## src/design/rtcf_consts.vh

```
// constants for the reset timeout sequencer and its cause flags
`ifndef RTCF_CONSTS_VH
`define RTCF_CONSTS_VH

// ****************************************************************
// register indices (byte address is four times the index)
// ****************************************************************
`define RTCF_STATUS_IDX    8'h03
`define RTCF_PWRCTL_IDX    8'h8E
`define RTCF_SEQSTAT_IDX   8'h40
`define RTCF_ADDR_W        10

// ****************************************************************
// field positions
// ****************************************************************
`define RTCF_TIMEOUT_BIT   4
`define RTCF_PWRDOWN_BIT   3
`define RTCF_BROWNOUT_BIT  0
`define RTCF_POR_BIT       1
`define RTCF_OSCSPEED_BIT  3

// ****************************************************************
// reset values
// ****************************************************************
`define RTCF_TIMEOUT_RST   1'b1
`define RTCF_PWRDOWN_RST   1'b1
`define RTCF_POR_RST       1'b0
`define RTCF_BROWNOUT_RST  1'b0
`define RTCF_OSCSPEED_RST  1'b1

// ****************************************************************
// oscillator modes
// ****************************************************************
`define RTCF_MODE_W        3
`define RTCF_MODE_LOWPWR   3'h0
`define RTCF_MODE_CRYSTAL  3'h1
`define RTCF_MODE_HISPEED  3'h2
`define RTCF_MODE_EXTCLK   3'h3
`define RTCF_MODE_INTERNAL 3'h4
`define RTCF_MODE_RESOSC   3'h5

// ****************************************************************
// timing
// ****************************************************************
`define RTCF_DELAY_TIME_MS 72
`define RTCF_CLK_KHZ       25000
`define RTCF_DELAY_CYCLES  (`RTCF_DELAY_TIME_MS * `RTCF_CLK_KHZ)
`define RTCF_DELAY_W       21
`define RTCF_STARTUP_CYCLES 11'h400
`define RTCF_STARTUP_W     11

`endif

```

## src/design/rtcf_delay_counter.v

```verilog
// one timeout stage: counts ticks up to a limit and flags completion
`timescale 1ns/1ps
`default_nettype none

module rtcf_delay_counter #(
  parameter W = 11
) (
  input  wire         clk,
  input  wire         rst_n,
  input  wire         ce,
  input  wire         clear,
  input  wire         tick,
  input  wire [W-1:0] limit,
  output reg          done
);

  reg [W-1:0] count_reg;

  // clear held high keeps the stage parked at zero, so a restart
  // always runs the whole interval again
  always @(posedge clk or negedge rst_n) begin
    if (!rst_n) begin
      count_reg <= {W{1'b0}};
      done      <= 1'b0;
    end else if (ce) begin
      if (clear) begin
        count_reg <= {W{1'b0}};
        done      <= 1'b0;
      end else if (tick && !done) begin
        if (count_reg == limit - {{(W-1){1'b0}}, 1'b1}) begin
          done <= 1'b1;
        end else begin
          count_reg <= count_reg + {{(W-1){1'b0}}, 1'b1};
        end
      end
    end
  end

endmodule

`default_nettype wire

```

## src/design/rtcf_reset_sequencer.v

```verilog
// reset timeout sequencer with reset-cause flags and Avalon-MM slave
// What this block does
// RL1: after power-on pulse ends, run delay timer, then oscillator start-up.
// RL2: timeouts run from power-on pulse; late pin release starts at once.
// RL3: crystal modes: 72 ms plus 1024 cycles, 1024 alone as tabled.
// RL4: rc/external modes: 72 ms on power-up (timer on) and brown-out.
// RL5: power control bit 0 is brown-out flag, cleared by brown-out.
// RL6: brown-out flag is don't-care with brown-out detection disabled.
// RL7: power-on flag bit 1 cleared on power-on only; software sets it.
// RL8: power-on reset clears power-on flag, sets timeout and power-down.
// RL9: brown-out shows as power-on flag 1 with brown-out flag 0.
// RL10: pin reset keeps flags; watchdog reset clears only timeout flag.
// RL11: pin reset in sleep: timeout 1, power-down 0; watchdog wake: both 0.
// RL12: delay timer gives fixed 72 ms; core held in reset meanwhile.
// RL13: brown-out during delay re-enters reset and restarts the delay.
// RL14: delay timer config bit 1 disables the timer, 0 enables it.
// RL15: internal reset released on clk once stages done and pin high.
//
// The implementer's own choice: the Avalon-MM slave port.
`timescale 1ns/1ps
`default_nettype none
`include "rtcf_consts.vh"

module rtcf_reset_sequencer #(
  parameter [31:0] DELAY_CYCLES = `RTCF_DELAY_CYCLES
) (
  input  wire        clk,
  input  wire        rst_n,
  input  wire        ce,
  input  wire        porPulse,
  input  wire        brownoutPulse,
  input  wire        externalResetPin_n,
  input  wire        oscClkPin,
  input  wire        delayTimerConfigBit,
  input  wire        brownoutDetectConfigBit,
  input  wire [2:0]  oscMode,
  input  wire        watchdogTimeout,
  input  wire        sleepEnter,
  input  wire        wakeEvent,
  input  wire [9:0]  avs_address,
  input  wire        avs_read,
  input  wire        avs_write,
  input  wire [31:0] avs_writedata,
  input  wire [3:0]  avs_byteenable,
  output reg  [31:0] avs_readdata,
  output reg         avs_waitrequest,
  output reg         coreReset_n,
  output reg         coreClockEnable,
  output reg         oscSpeedSelect
);

  // ****************************************************************
  // states
  // ****************************************************************
  localparam [2:0] ST_HOLD  = 3'h0;
  localparam [2:0] ST_DELAY = 3'h1;
  localparam [2:0] ST_OSTRT = 3'h2;
  localparam [2:0] ST_PINW  = 3'h3;
  localparam [2:0] ST_RUN   = 3'h4;
  localparam [2:0] ST_SLEEP = 3'h5;
  localparam [2:0] ST_WAKE  = 3'h6;

  localparam [`RTCF_DELAY_W-1:0] DELAY_LIMIT =
    DELAY_CYCLES[`RTCF_DELAY_W-1:0];
  localparam [`RTCF_STARTUP_W-1:0] STARTUP_LIMIT = `RTCF_STARTUP_CYCLES;

  localparam [9:0] ADDR_STATUS  = {`RTCF_STATUS_IDX, 2'b00};
  localparam [9:0] ADDR_PWRCTL  = {`RTCF_PWRCTL_IDX, 2'b00};
  localparam [9:0] ADDR_SEQSTAT = {`RTCF_SEQSTAT_IDX, 2'b00};

  // ****************************************************************
  // pin synchronisers
  // ****************************************************************
  reg [1:0] porSync_reg;
  reg [1:0] brownSync_reg;
  reg [1:0] pinSync_reg;
  reg [1:0] oscSync_reg;
  reg       oscPrev_reg;

  always @(posedge clk or negedge rst_n) begin
    if (!rst_n) begin
      porSync_reg   <= 2'h3;
      brownSync_reg <= 2'h0;
      pinSync_reg   <= 2'h0;
      oscSync_reg   <= 2'h0;
      oscPrev_reg   <= 1'b0;
    end else if (ce) begin
      porSync_reg   <= {porSync_reg[0], porPulse};
      brownSync_reg <= {brownSync_reg[0], brownoutPulse};
      pinSync_reg   <= {pinSync_reg[0], externalResetPin_n};
      oscSync_reg   <= {oscSync_reg[0], oscClkPin};
      oscPrev_reg   <= oscSync_reg[1];
    end
  end

  wire porActive   = porSync_reg[1];
  // detector ignored when disabled, so the flag is left as it was
  wire brownActive = brownSync_reg[1] & brownoutDetectConfigBit; // RL6
  wire pinHigh     = pinSync_reg[1];
  wire oscTick     = oscSync_reg[1] & ~oscPrev_reg;

  // ****************************************************************
  // configuration decode
  // ****************************************************************
  wire crystalMode  = (oscMode == `RTCF_MODE_LOWPWR)  ||
                      (oscMode == `RTCF_MODE_CRYSTAL) ||
                      (oscMode == `RTCF_MODE_HISPEED);
  wire delayEnabled = ~delayTimerConfigBit; // RL14

  // ****************************************************************
  // timeout stages
  // ****************************************************************
  reg  [2:0] state_reg;
  reg  [2:0] state_next;
  reg        brownCause_reg;
  wire       delayDone;
  wire       ostDone;

  // delay timer runs on clk, standing in for the internal rc clock
  rtcf_delay_counter #(
    .W     (`RTCF_DELAY_W)
  ) u_delay (
    .clk   (clk),
    .rst_n (rst_n),
    .ce    (ce),
    .clear (state_reg != ST_DELAY),
    .tick  (1'b1),
    .limit (DELAY_LIMIT),
    .done  (delayDone)
  ); // RL12

  rtcf_delay_counter #(
    .W     (`RTCF_STARTUP_W)
  ) u_startup (
    .clk   (clk),
    .rst_n (rst_n),
    .ce    (ce),
    .clear ((state_reg != ST_OSTRT) && (state_reg != ST_WAKE)),
    .tick  (oscTick),
    .limit (STARTUP_LIMIT),
    .done  (ostDone)
  );

  // ****************************************************************
  // sequencer
  // ****************************************************************
  wire needDelay = brownCause_reg | delayEnabled; // RL3 RL4

  always @* begin
    state_next = state_reg;
    case (state_reg)
      ST_HOLD: begin
        if (needDelay) begin
          state_next = ST_DELAY; // RL1
        end else if (crystalMode) begin
          state_next = ST_OSTRT; // RL3
        end else begin
          state_next = ST_PINW; // RL4
        end
      end
      ST_DELAY: begin
        if (delayDone) begin
          state_next = crystalMode ? ST_OSTRT : ST_PINW; // RL1 RL3 RL4
        end
      end
      ST_OSTRT: begin
        if (ostDone) begin
          state_next = ST_PINW;
        end
      end
      ST_PINW: begin
        if (pinHigh) begin
          state_next = ST_RUN; // RL2
        end
      end
      ST_RUN: begin
        if (!pinHigh || watchdogTimeout) begin
          state_next = ST_PINW;
        end else if (sleepEnter) begin
          state_next = ST_SLEEP;
        end
      end
      ST_SLEEP: begin
        if (!pinHigh) begin
          state_next = ST_PINW;
        end else if (wakeEvent || watchdogTimeout) begin
          // wake-up waits for the oscillator only in crystal modes
          state_next = crystalMode ? ST_WAKE : ST_RUN; // RL3 RL4
        end
      end
      ST_WAKE: begin
        if (!pinHigh) begin
          state_next = ST_PINW;
        end else if (ostDone) begin
          state_next = ST_RUN;
        end
      end
      default: begin
        state_next = ST_HOLD;
      end
    endcase
    // detector pulses override every state and restart the timers
    if (porActive || brownActive) begin
      state_next = ST_HOLD; // RL13
    end
  end

  always @(posedge clk or negedge rst_n) begin
    if (!rst_n) begin
      state_reg      <= ST_HOLD;
      brownCause_reg <= 1'b0;
    end else if (ce) begin
      state_reg <= state_next;
      if (porActive) begin
        brownCause_reg <= 1'b0;
      end else if (brownActive) begin
        brownCause_reg <= 1'b1;
      end
    end
  end

  // ****************************************************************
  // outputs to the core
  // ****************************************************************
  // release only on a clk edge, never straight from a pin
  always @(posedge clk or negedge rst_n) begin
    if (!rst_n) begin
      coreReset_n     <= 1'b0;
      coreClockEnable <= 1'b0;
    end else if (ce) begin
      coreReset_n     <= (state_next == ST_RUN) ||
                         (state_next == ST_SLEEP) ||
                         (state_next == ST_WAKE); // RL15
      coreClockEnable <= (state_next == ST_RUN); // RL12
    end
  end

  // ****************************************************************
  // cause flags
  // ****************************************************************
  reg timeoutFlag_reg;
  reg powerDownFlag_reg;
  reg porFlag_reg;
  reg brownoutFlag_reg;
  reg oscSpeedFlag_reg;

  wire inSleep  = (state_reg == ST_SLEEP) || (state_reg == ST_WAKE);
  wire inRun    = (state_reg == ST_RUN);
  wire busWrite = avs_write && !avs_waitrequest && avs_byteenable[0];
  wire wrPwrCtl = busWrite && (avs_address == ADDR_PWRCTL);

  // software write first, hardware event after it so the event wins
  always @(posedge clk or negedge rst_n) begin
    if (!rst_n) begin
      timeoutFlag_reg   <= `RTCF_TIMEOUT_RST;
      powerDownFlag_reg <= `RTCF_PWRDOWN_RST;
      porFlag_reg       <= `RTCF_POR_RST;
      brownoutFlag_reg  <= `RTCF_BROWNOUT_RST;
      oscSpeedFlag_reg  <= `RTCF_OSCSPEED_RST;
    end else if (ce) begin
      if (wrPwrCtl) begin
        porFlag_reg      <= avs_writedata[`RTCF_POR_BIT]; // RL7
        brownoutFlag_reg <= avs_writedata[`RTCF_BROWNOUT_BIT]; // RL5
        oscSpeedFlag_reg <= avs_writedata[`RTCF_OSCSPEED_BIT];
      end
      if (porActive) begin
        porFlag_reg       <= 1'b0; // RL7 RL8
        timeoutFlag_reg   <= 1'b1; // RL8
        powerDownFlag_reg <= 1'b1; // RL8
        oscSpeedFlag_reg  <= `RTCF_OSCSPEED_RST;
      end else if (brownActive) begin
        // power-on flag untouched, so it reads 1 once software set it
        brownoutFlag_reg <= 1'b0; // RL5 RL9
        oscSpeedFlag_reg <= `RTCF_OSCSPEED_RST;
      end else if (inSleep && !pinHigh) begin
        timeoutFlag_reg   <= 1'b1; // RL11
        powerDownFlag_reg <= 1'b0; // RL11
      end else if (inSleep && watchdogTimeout) begin
        timeoutFlag_reg   <= 1'b0; // RL11
        powerDownFlag_reg <= 1'b0; // RL11
      end else if (inRun && watchdogTimeout && pinHigh) begin
        timeoutFlag_reg <= 1'b0; // RL10
      end else if (inRun && sleepEnter && pinHigh) begin
        timeoutFlag_reg   <= 1'b1;
        powerDownFlag_reg <= 1'b0;
      end
      // pin reset in normal operation leaves every flag alone (RL10)
    end
  end

  always @(posedge clk or negedge rst_n) begin
    if (!rst_n) begin
      oscSpeedSelect <= `RTCF_OSCSPEED_RST;
    end else if (ce) begin
      oscSpeedSelect <= oscSpeedFlag_reg;
    end
  end

  // ****************************************************************
  // Avalon-MM slave
  // ****************************************************************
  reg [7:0] readValue;

  always @* begin
    readValue = 8'h00;
    case (avs_address)
      ADDR_STATUS: begin
        readValue[`RTCF_TIMEOUT_BIT] = timeoutFlag_reg;
        readValue[`RTCF_PWRDOWN_BIT] = powerDownFlag_reg;
      end
      ADDR_PWRCTL: begin
        readValue[`RTCF_OSCSPEED_BIT] = oscSpeedFlag_reg;
        readValue[`RTCF_POR_BIT]      = porFlag_reg;
        readValue[`RTCF_BROWNOUT_BIT] = brownoutFlag_reg;
      end
      ADDR_SEQSTAT: begin
        readValue = {4'h0, brownCause_reg, state_reg};
      end
      default: begin
        readValue = 8'h00;
      end
    endcase
  end

  // one wait cycle: the answer stands at the edge after the request
  always @(posedge clk or negedge rst_n) begin
    if (!rst_n) begin
      avs_waitrequest <= 1'b1;
      avs_readdata    <= 32'h00000000;
    end else if (ce) begin
      if ((avs_read || avs_write) && avs_waitrequest) begin
        avs_waitrequest <= 1'b0;
        avs_readdata    <= {24'h000000, readValue};
      end else begin
        avs_waitrequest <= 1'b1;
      end
    end
  end

endmodule

`default_nettype wire

```

## config.mk

```make
export PLATFORM = sky130hd
export DESIGN_NAME = rtcf_reset_sequencer
export DESIGN_NICKNAME = d
export VERILOG_FILES = /design/src/design/rtcf_delay_counter.v /design/src/design/rtcf_reset_sequencer.v
export VERILOG_INCLUDE_DIRS = /design/src /design/src/design
export SDC_FILE = /design/constraint.sdc
export NUM_CORES = 1
export LEC_CHECK = 0
export ABC_AREA = 1
export BUFFER_PORTS_ARGS = -buffer_cell sky130_fd_sc_hd__buf_2
export CAP_MARGIN = 20
export CORE_MARGIN = 1
export CORE_UTILIZATION = 23
export DETAILED_ROUTE_END_ITERATION = 12
export GPL_TIMING_DRIVEN = 1
export PLACE_DENSITY = 0.38
export SYNTH_ARGS = -nofsm -noshare
export SYNTH_HDL_FRONTEND = slang
export SYNTH_SLANG_ARGS = --single-unit
```

## constraint.sdc

```tcl
create_clock -name clk -period 2 [get_ports clk]
set_input_delay 0.1 -clock clk [delete_from_list [all_inputs] [get_ports clk]]
set_output_delay 0.1 -clock clk [all_outputs]
set_load 0.02 [all_outputs]
```

==> impl_metrics.toml, run 1 <==
[timing]
final_max_slew_viol_count = 0
post-route-period-util_pct = 88.37
holdWs_ns = 0.02531
relSlewSlack_pct = 61.13
hold_violations = 0
tightestPinTransition_ns = 0.5830
rsz0062_at_grt = "false"
finClkSkew_ns = 0.006603
setup_tns_ns = 0
min_period_ns = 1.767
finalSetupViolCount = 0
fmax_mhz = 565.8

[clock_tree]
clk_latency_ns = 0.35
root_buffer = "clkbuf_16"
numCtsBuffers = 9
cts_tree = "built"
cts_buffer_depth = 2
cts.sinks = 61
clk_pin_slew_ns = 0.06
h-tree-depth = 3

[routing]
drc = 0
num_vias = 3682
dr.first_iter.drc_count = 124
wl_per_cell_um = 12.18
via_per_inst = 4.262
first_pass_iters = 4
wl_mm = 10.52
ant_nets = 0

[layout]
fillers = 1881
area_growth_pct = 22.30
multiInputGateArea_um2 = 2046
layout_common_cells = "nand2_1, nor2_1, nand3_1"
nets = 704
antennaDiodeCount = 0
final_common_cell = "nand2_1"
drive_gt1_share_pct = 16.46
seqCellArea_um2 = 1535
largest_reg_flops = 21

[floorplan]
dieWidth_um = 133.2
core_um2 = 16700
fp.dieH_um = 133.2
io_pins = 99
rows = 47
initial_core_util_pct = 23.72
fp.dieArea_um2 = 17750

[placed_design]
gp_congestion = 0.8123
dp_hpwl_mm = 7.914
portBuffers = 39

[pwr]
ir_drop_uv = 289.1
p_leak_nw = 2.194
p_clk_share_pct = 43.2
power.total_mw = 4.276
power_frac_seq_pct = 33.6
switching_share_pct = 32.29
p_sw_mw = 1.381
power_density_nw_per_um2 = 882.7
p_int_mw = 2.895
p_comb_share_pct = 23.2

[critical_path]
critPathCaptureType = "flip-flop"
arrival_ns = 1.99
crit_required_ns = 2.22
path_class = "reg2reg"
regToRegSetupSlack_ns = 0.23
slowest_stage = "dfrtp_1"
crit_chain = "ha_2, nand3_1, nor3_2, nand3_1, nand2_1, nand2_4, inv_4, o21ai_0"
worst_path_most_repeated_cell = "nand3_1"
worstPathMaxFanout = 12
startpoint_type = "flip-flop"
crit_path_max_incr_delay_ns = 0.43

[grt]
grt_pass1_vias = 3426
track_usage_pct = 12.60
grt_start_max_net_pins = 27
grt-ovfl-total = 0
grt_pass1_wl_mm = 17.35
antenna_found_initial = 0

[outcome]
status = "completed"

[synthesis]
async_flop_share_pct = 100.0
yosysWarnings = 0
syn-mean-instance-area_um2 = 6.865
ys_seq_area_share_pct = 38.76
syn_area_um2 = 3961
synth_edf_count = 0
synth_top_area_share_pct = 34.11
ys.flop_type = "dfrtp_1"
synthTopCellsByArea = "dfrtp_1, nand2_1, nand3_1, nor2_1, buf_4"
synth_cell_types = 34
synth_top_area_cell = "dfrtp_1"
yosys_register_bits = 61
netlist_instances = 577

[job]
cap_violations = 0

[hold_path]
hold_class = "in2reg"
## final cells by class
type                    instances  area share [%]
multi-input cells             452           42.23
well taps                     220           5.682
clock buffers                   9           4.649
flip-flops and latches         61           31.69
inverters                      49           3.926
clock inverters                 7           2.531
repair buffers                 66           9.298
## worst max-delay path: cells and delay by family, from the launching register on
kind,cells,cell delay (ns)
AND/OR/NAND/NOR,5,0.74
flip-flops,1,0.43
adder cells (fa/ha/maj),1,0.25
buffers and inverters,1,0.12
AO/OA/AOI/OAI,1,0.09
## cell families (layout without fill, tap and decap cells)
family                     Yosys count  after routing  share of synthesized area (%)
AOI/OAI and AO/OA                   54             54                          7.328
xor gates and xnor gates            10             10                          2.211
adders and majority gates            2              2                         0.6316
buffers and inverters               90            131                          12.25
DFF                                 61             61                          38.76
other                                1             27                        0.09467
and+or+nand+nor                    359            359                          38.72
## final timing paths
| check | startpoint | end | cells past startpoint |
|---|---|---|---|
| max | u_startup.count_reg[0] | u_startup.count_reg[6] | 8 |
| min | avs_writedata[1] | porFlag_reg | 3 |
| max reg2reg | u_startup.count_reg[0] | u_startup.count_reg[6] | 8 |
| min reg2reg | timeoutFlag_reg | timeoutFlag_reg | 2 |
| max in group asynchronous | rst_n | u_startup.count_reg[3] | 3 |
| min in group asynchronous | rst_n | avs_readdata[3] | 2 |
## layer usage
layer  GRT usage, %  vias up  wire length, um
li1               -     1908                -
met1          16.00     1700             5054
met2          20.51       60             4926
met3          2.359       14              304
met4          6.187        0              238
met5              0        -                0
## timing repair
action,CTS,global route
hold buffers,6,0
endpoints found under the hold margin,25,0
endpoints found under the setup margin,0,7
buffers inserted,0,3
resized for setup,0,3
## Yosys cell counts (6+ instances only)
master   count
o21ai_0     13
nand4_1      8
nor3_1       9
nor2_1      65
a21oi_1      6
nand3_1     64
buf_4       27
xor2_1       9
o21ai_1     26
dfstp_2      7
inv_1       43
nand2_1    196
dfrtp_1     54
## metrics by stage
step           worst slack [ns]  instance area, um^2  cells  util (%)
2_1_floorplan            0.4265                 4059    603         -
6_report                 0.2326                 4845    864     29.01
5_1_grt                 0.06977                 4845    864     29.01
4_1_cts                 0.09760                 4812    861     28.81
3_5_place_dp             0.1147                 4404    839     26.37
3_3_place_gp             0.1190                 4404    839     26.37
## power groups by stage
| stage | logic [mW] | registers (mW) | clock network, mW |
|---|---|---|---|
| floorplan | 0.641 | 1.46 | 0 |
| global placement | 0.970 | 1.46 | 0 |
| detailed placement | 0.979 | 1.46 | 0 |
| CTS | 0.991 | 1.44 | 1.90 |
| global route | 1.12 | 1.45 | 1.95 |
| finish | 0.993 | 1.44 | 1.85 |
(Power assumes the default switching activity.)
==> run 2: changes to the inputs <==
- ABC_AREA: 1 -> unset
- PLACE_DENSITY: 0.38 -> 0.39
==> run 2 against run 1 <==
  * The run now ends with design-rule violations left
  * Sequential cell count unchanged
  * Area after synthesis shrank 12%
  * Critical path depth is 3 lower
  * Clock skew about the same
  * Critical endpoint is now u_delay.count_reg[19]
  * Largest cell class unchanged
  * Largest power group unchanged
==> impl_metrics.toml, run 2 <==
[outcome]
status = "finished with violations"
violations = "design-rule violations"

[synthesis]
synth_top_area_share_pct = 38.65
netlist_instances = 374
ys_seq_area_share_pct = 43.92
synth_cell_types = 63
synth_edf_count = 0
yosysWarnings = 0
async_flop_share_pct = 100.0
synthTopCellsByArea = "dfrtp_1, buf_4, dfstp_2, xnor2_1, mux2_2"
syn_area_um2 = 3496
ys.flop_type = "dfrtp_1"
synth_top_area_cell = "dfrtp_1"
yosys_register_bits = 61
synth_common_cells = "dfrtp_1, buf_4, nor2_1, a21oi_1"
syn-mean-instance-area_um2 = 9.347
post-synth-top-count-cell = "dfrtp_1"

[critical_path]
crit_path_max_incr_delay_ns = 0.53
crit_chain = "nand2_2, or3_1, or4_4, or3_1, a21oi_1"
timing.rr.end = "u_delay.count_reg[19]"
worstPathMaxFanout = 3
slowest_stage = "or4_4"
arrival_ns = 2.19
crit_buf_inv = 0
worst_path_most_repeated_cell = "or3_1"
regToRegSetupSlack_ns = 0.06
crit_required_ns = 2.25
path_class = "reg2reg"
cp_top_family = "simple AND/OR/NAND/NOR gates"
reg2reg_depth = 5
startpoint_type = "flip-flop"
reg2reg_from = "u_delay.count_reg[7]"
critPathCaptureType = "flip-flop"

[routing]
first_pass_iters = 8
num_vias = 2921
ant_nets = 0
drc = 7
dr.first_iter.drc_count = 110
wl_per_cell_um = 13.12
via_per_inst = 4.557
wl_mm = 8.409

[timing]
finalSetupViolCount = 0
final_max_slew_viol_count = 0
min_period_ns = 1.942
hold_violations = 0
setup_tns_ns = 0
tightestPinTransition_ns = 0.7072
post-route-period-util_pct = 97.08
finClkSkew_ns = 0.006992
relSlewSlack_pct = 52.64
fmax_mhz = 515.0

[layout]
largest_reg_flops = 21
nets = 517
drive_gt1_share_pct = 27.57
antennaDiodeCount = 0
final_common_cell = "dfrtp_1"
layout_common_cells = "dfrtp_1, buf_2, buf_4"
fin_area_um2 = 4427
area_growth_pct = 26.63

[floorplan]
initial_core_util_pct = 23.78
fp.dieArea_um2 = 15700
dieWidth_um = 125.3
rows = 44
io_pins = 99
fp.dieH_um = 125.3
core_um2 = 14700

[grt]
grt_start_max_net_pins = 37
antenna_found_initial = 0
track_usage_pct = 11.42
grt_pass1_vias = 2884
grt_pass1_wl_mm = 14.21
grt-ovfl-total = 0

[clock_tree]
h-tree-depth = 3
cts_tree = "built"
clk_pin_slew_ns = 0.05
cts.sinks = 61
cts_buffer_depth = 2
root_buffer = "clkbuf_16"
numCtsBuffers = 9
clk_latency_ns = 0.33

[hold_path]
hold_class = "in2reg"
min_from = "avs_address[2]"
hold_end = "avs_readdata[4]"
holdPathStages = 3

[pwr]
ir_drop_uv = 302.9
p_leak_nw = 1.856
power_density_nw_per_um2 = 783.5

[placed_design]
dp_hpwl_mm = 6.162
gp_congestion = 0.7443
portBuffers = 39
dpl_cell_area_um2 = 4060

[job]
cap_violations = 0
-- run 2: logic make-up after synthesis --
group / after synthesis / synth area share, %
AND/OR/NAND/NOR: 141 / 22.87
buffers and inverters: 60 / 9.735
flip-flops: 61 / 43.92
AO/OA/AOI/OAI: 80 / 14.57
adder cells (fa/ha/maj): 2 / 0.7157
XOR/XNOR: 17 / 4.259
other: 1 / 0.1073
multiplexers: 12 / 3.830
-- run 2: how the worst max path moves through the flow --
stage | to | slack (ns) | from | cells after the start
after floorplan | u_delay.count_reg[19] | 0.02 | u_delay.count_reg[6] | 6
after global placement | timeoutFlag_reg | 0.09 | state_reg[0] | 6
after detailed placement | u_delay.count_reg[19] | 0.07 | state_reg[2] | 5
after CTS | u_delay.count_reg[19] | 0.03 | state_reg[2] | 5
after global routing | u_delay.count_reg[19] | -0.002 | u_delay.count_reg[8] | 5
final | u_delay.count_reg[19] | 0.06 | u_delay.count_reg[7] | 5
-- run 2: layout make-up --
| type | count | area (um^2) |
|---|---|---|
| Timing Repair Buffer | 84 | 570.5 |
| Tap cell | 184 | 230.2 |
| Clock buffer | 11 | 232.7 |
| Multi-Input combinational cell | 279 | 1740 |
| Inverter | 17 | 63.81 |
| Sequential cell | 61 | 1536 |
| Clock inverter | 5 | 52.55 |
| Fill cell | 1539 | 10270 |
-- run 2: timing repair --
item | CTS | global route
hold endpoints to repair | 22 | 0
setup buffers | 0 | 1
hold buffers | 5 | 0
resized for setup | 0 | 7
setup endpoints to repair | 0 | 7
-- run 2: per-layer routing --
metal | routed length [um] | track usage [%]
met4 | 126 | 3.945
met5 | 0 | 0
met2 | 3909 | 17.88
met3 | 306 | 3.081
met1 | 4067 | 15.15
-- run 2: tightest hold or removal path, stage by stage --
cell	delay [ns]
buf_2	0.12
nand3_1	0.07
o31ai_1	0.06
-- run 2: report_power, final --
part	internal, mW	leakage, nW	switching [mW]
clock	0.957	0.139	0.555
sequential	1.31	0.801	0.0481
combinational	0.255	0.916	0.347
-- run 2: per-stage QoR --
step           utilization [%]  total power [mW]  setup WS [ns]  instances  hold WS [ns]
2_1_floorplan                -             1.734        0.02374        400       -0.1956
3_3_place_gp             27.62             1.964        0.09455        619        0.1859
3_5_place_dp             27.62             1.967        0.06575        619        0.1774
4_1_cts                  29.90             3.514        0.02956        640       0.04940
5_1_grt                  30.12             3.639      -0.001525        641       0.08439
6_report                 30.12             3.469        0.05839        641       0.06259
==> run 3: changes to the inputs <==
- ABC_CLOCK_PERIOD_IN_PS: unset -> 2000
- CELL_PAD_IN_SITES_DETAIL_PLACEMENT: unset -> 1
- CELL_PAD_IN_SITES_GLOBAL_PLACEMENT: unset -> 1
- PLACE_DENSITY: 0.39 -> 0.49
==> run 3 against run 2 <==
  * The flow now finishes without violations
  * Power is 0.52% higher
  * Setup slack better by 0.030 ns
  * Hold slack better by 0.013 ns
  * Critical endpoint unchanged
  * Largest power group unchanged
==> impl_metrics.toml, run 3 (synthesized netlist as in run 2, its figures left out) <==
[outcome]
status = "completed"

[critical_path]
arrival_ns = 2.18
path_class = "reg2reg"
crit_path_max_incr_delay_ns = 0.53
crit_chain = "nand2_2, or3_4, or4_4, or3_1, a21oi_2"
cp_top_family = "simple AND/OR/NAND/NOR gates"
worstPathMaxFanout = 3
reg2reg_from = "u_delay.count_reg[7]"
critPathCaptureType = "flip-flop"
slowest_stage = "or4_4"
startpoint_type = "flip-flop"
crit_required_ns = 2.26
regToRegSetupSlack_ns = 0.09
crit_start = "u_delay.count_reg[7]"
crit_buf_inv = 0

[routing]
first_pass_iters = 6
wl_per_cell_um = 13.93
drc = 0
dr.first_iter.drc_count = 68
ant_nets = 0
wl_mm = 8.970
via_per_inst = 4.604
num_vias = 2965

[pwr]
p_int_mw = 2.527
p_clk_share_pct = 44.4
p_leak_nw = 1.885
switching_share_pct = 27.52
p_comb_share_pct = 16.7
power_density_nw_per_um2 = 780.3
power_frac_seq_pct = 38.9
ir_drop_uv = 678.0
p_sw_uw = 959.6

[layout]
area_growth_pct = 27.81
nets = 520
final_common_cell = "dfrtp_1"
antennaDiodeCount = 0
drive_gt1_share_pct = 28.48
largest_reg_flops = 21
layout_common_cells = "dfrtp_1, buf_2, buf_4"

[clock_tree]
cts.sinks = 61
cts_tree = "built"
clk_pin_slew_ns = 0.05
h-tree-depth = 3
root_buffer = "clkbuf_16"
clk_latency_ns = 0.34
numCtsBuffers = 9
cts_buffer_depth = 2

[grt]
grt_pass1_wl_mm = 15.54
grt_start_max_net_pins = 43
grt-ovfl-total = 0
track_usage_pct = 12.53
grt_pass1_vias = 3048
antenna_found_initial = 0

[timing]
post-route-period-util_pct = 95.57
layout_setup_ws_ns = 0.08857
relSlewSlack_pct = 66.43
hold_violations = 0
tightestPinTransition_ns = 0.5035
holdWs_ns = 0.07582
final_max_slew_viol_count = 0
fmax_mhz = 523.2
finalSetupViolCount = 0
rsz0062_at_grt = "true"
finClkSkew_ns = 0.006056
min_period_ns = 1.911

[floorplan]
rows = 44
io_pins = 99
fp.dieArea_um2 = 15700
initial_core_util_pct = 23.78
core_um2 = 14700
dieWidth_um = 125.3
fp.dieH_um = 125.3

[placed_design]
pre_cts_ws_ns = 0.05785
portBuffers = 39
gp_congestion = 0.7712
dp_hpwl_mm = 6.553

[hold_path]
min_from = "avs_address[2]"
hold_class = "in2reg"

[job]
cap_violations = 0
-- run 3: routing by layer --
layer	part of all wire, %	track usage, %
met4	1.5	5.165
met5	0	0
met1	50	16.73
met3	2.7	3.338
met2	46	19.13
-- run 3: cell type report --
cell class | count | area, um^2
fillers | 1708 | 10230
clock buffers | 11 | 242.7
well taps | 184 | 230.2
repair buffers | 87 | 600.6
multi-input cells | 279 | 1745
clock inverters | 5 | 50.05
inverters | 17 | 63.81
flip-flops and latches | 61 | 1535
-- run 3: metrics by stage --
stage / setup TNS, ns / instances / cell area (um^2) / utilization, % / power, mW
final: 0 / 644 / 4468 / 30.40 / 3.487
after global routing: -0.01671 / 644 / 4468 / 30.40 / 3.666
after CTS: 0 / 640 / 4403 / 29.95 / 3.554
after detailed placement: 0 / 619 / 4060 / 27.62 / 1.951
after global placement: 0 / 619 / 4060 / 27.62 / 1.938
after floorplan: 0 / 400 / 3593 / - / 1.734
-- run 3: worst paths after layout --
kind                       depth (start not counted)                     end
setup / recovery                                   5   u_delay.count_reg[19]
hold / removal                                     3         avs_readdata[4]
setup reg to reg                                   5   u_delay.count_reg[19]
hold reg to reg                                    2         avs_readdata[1]
max in group asynchronous                          3  u_startup.count_reg[5]
min in group asynchronous                          2         avs_readdata[3]
-- run 3: worst register-to-register path, stage by stage, from the launching register on --
cell,delay [ns]
dfrtp_1,0.38
nand2_2,0.08
or3_4,0.37
or4_4,0.53
or3_1,0.34
a21oi_2,0.14
-- run 3: power by group through the flow --
stage | Combinational [mW] | Sequential (mW) | Clock [mW]
2_1_floorplan | 0.354 | 1.38 | 0
3_3_place_gp | 0.565 | 1.37 | 0
3_5_place_dp | 0.575 | 1.38 | 0
4_1_cts | 0.583 | 1.36 | 1.62
5_1_grt | 0.652 | 1.37 | 1.65
6_report | 0.583 | 1.36 | 1.55
-- run 3: what timing repair did --
action                                 in CTS  in global routing
endpoints found under the hold margin      16                  0
setup buffers                               0                  4
resized for setup                           0                 10
hold buffers                                5                  0
setup endpoints to repair                   0                 12
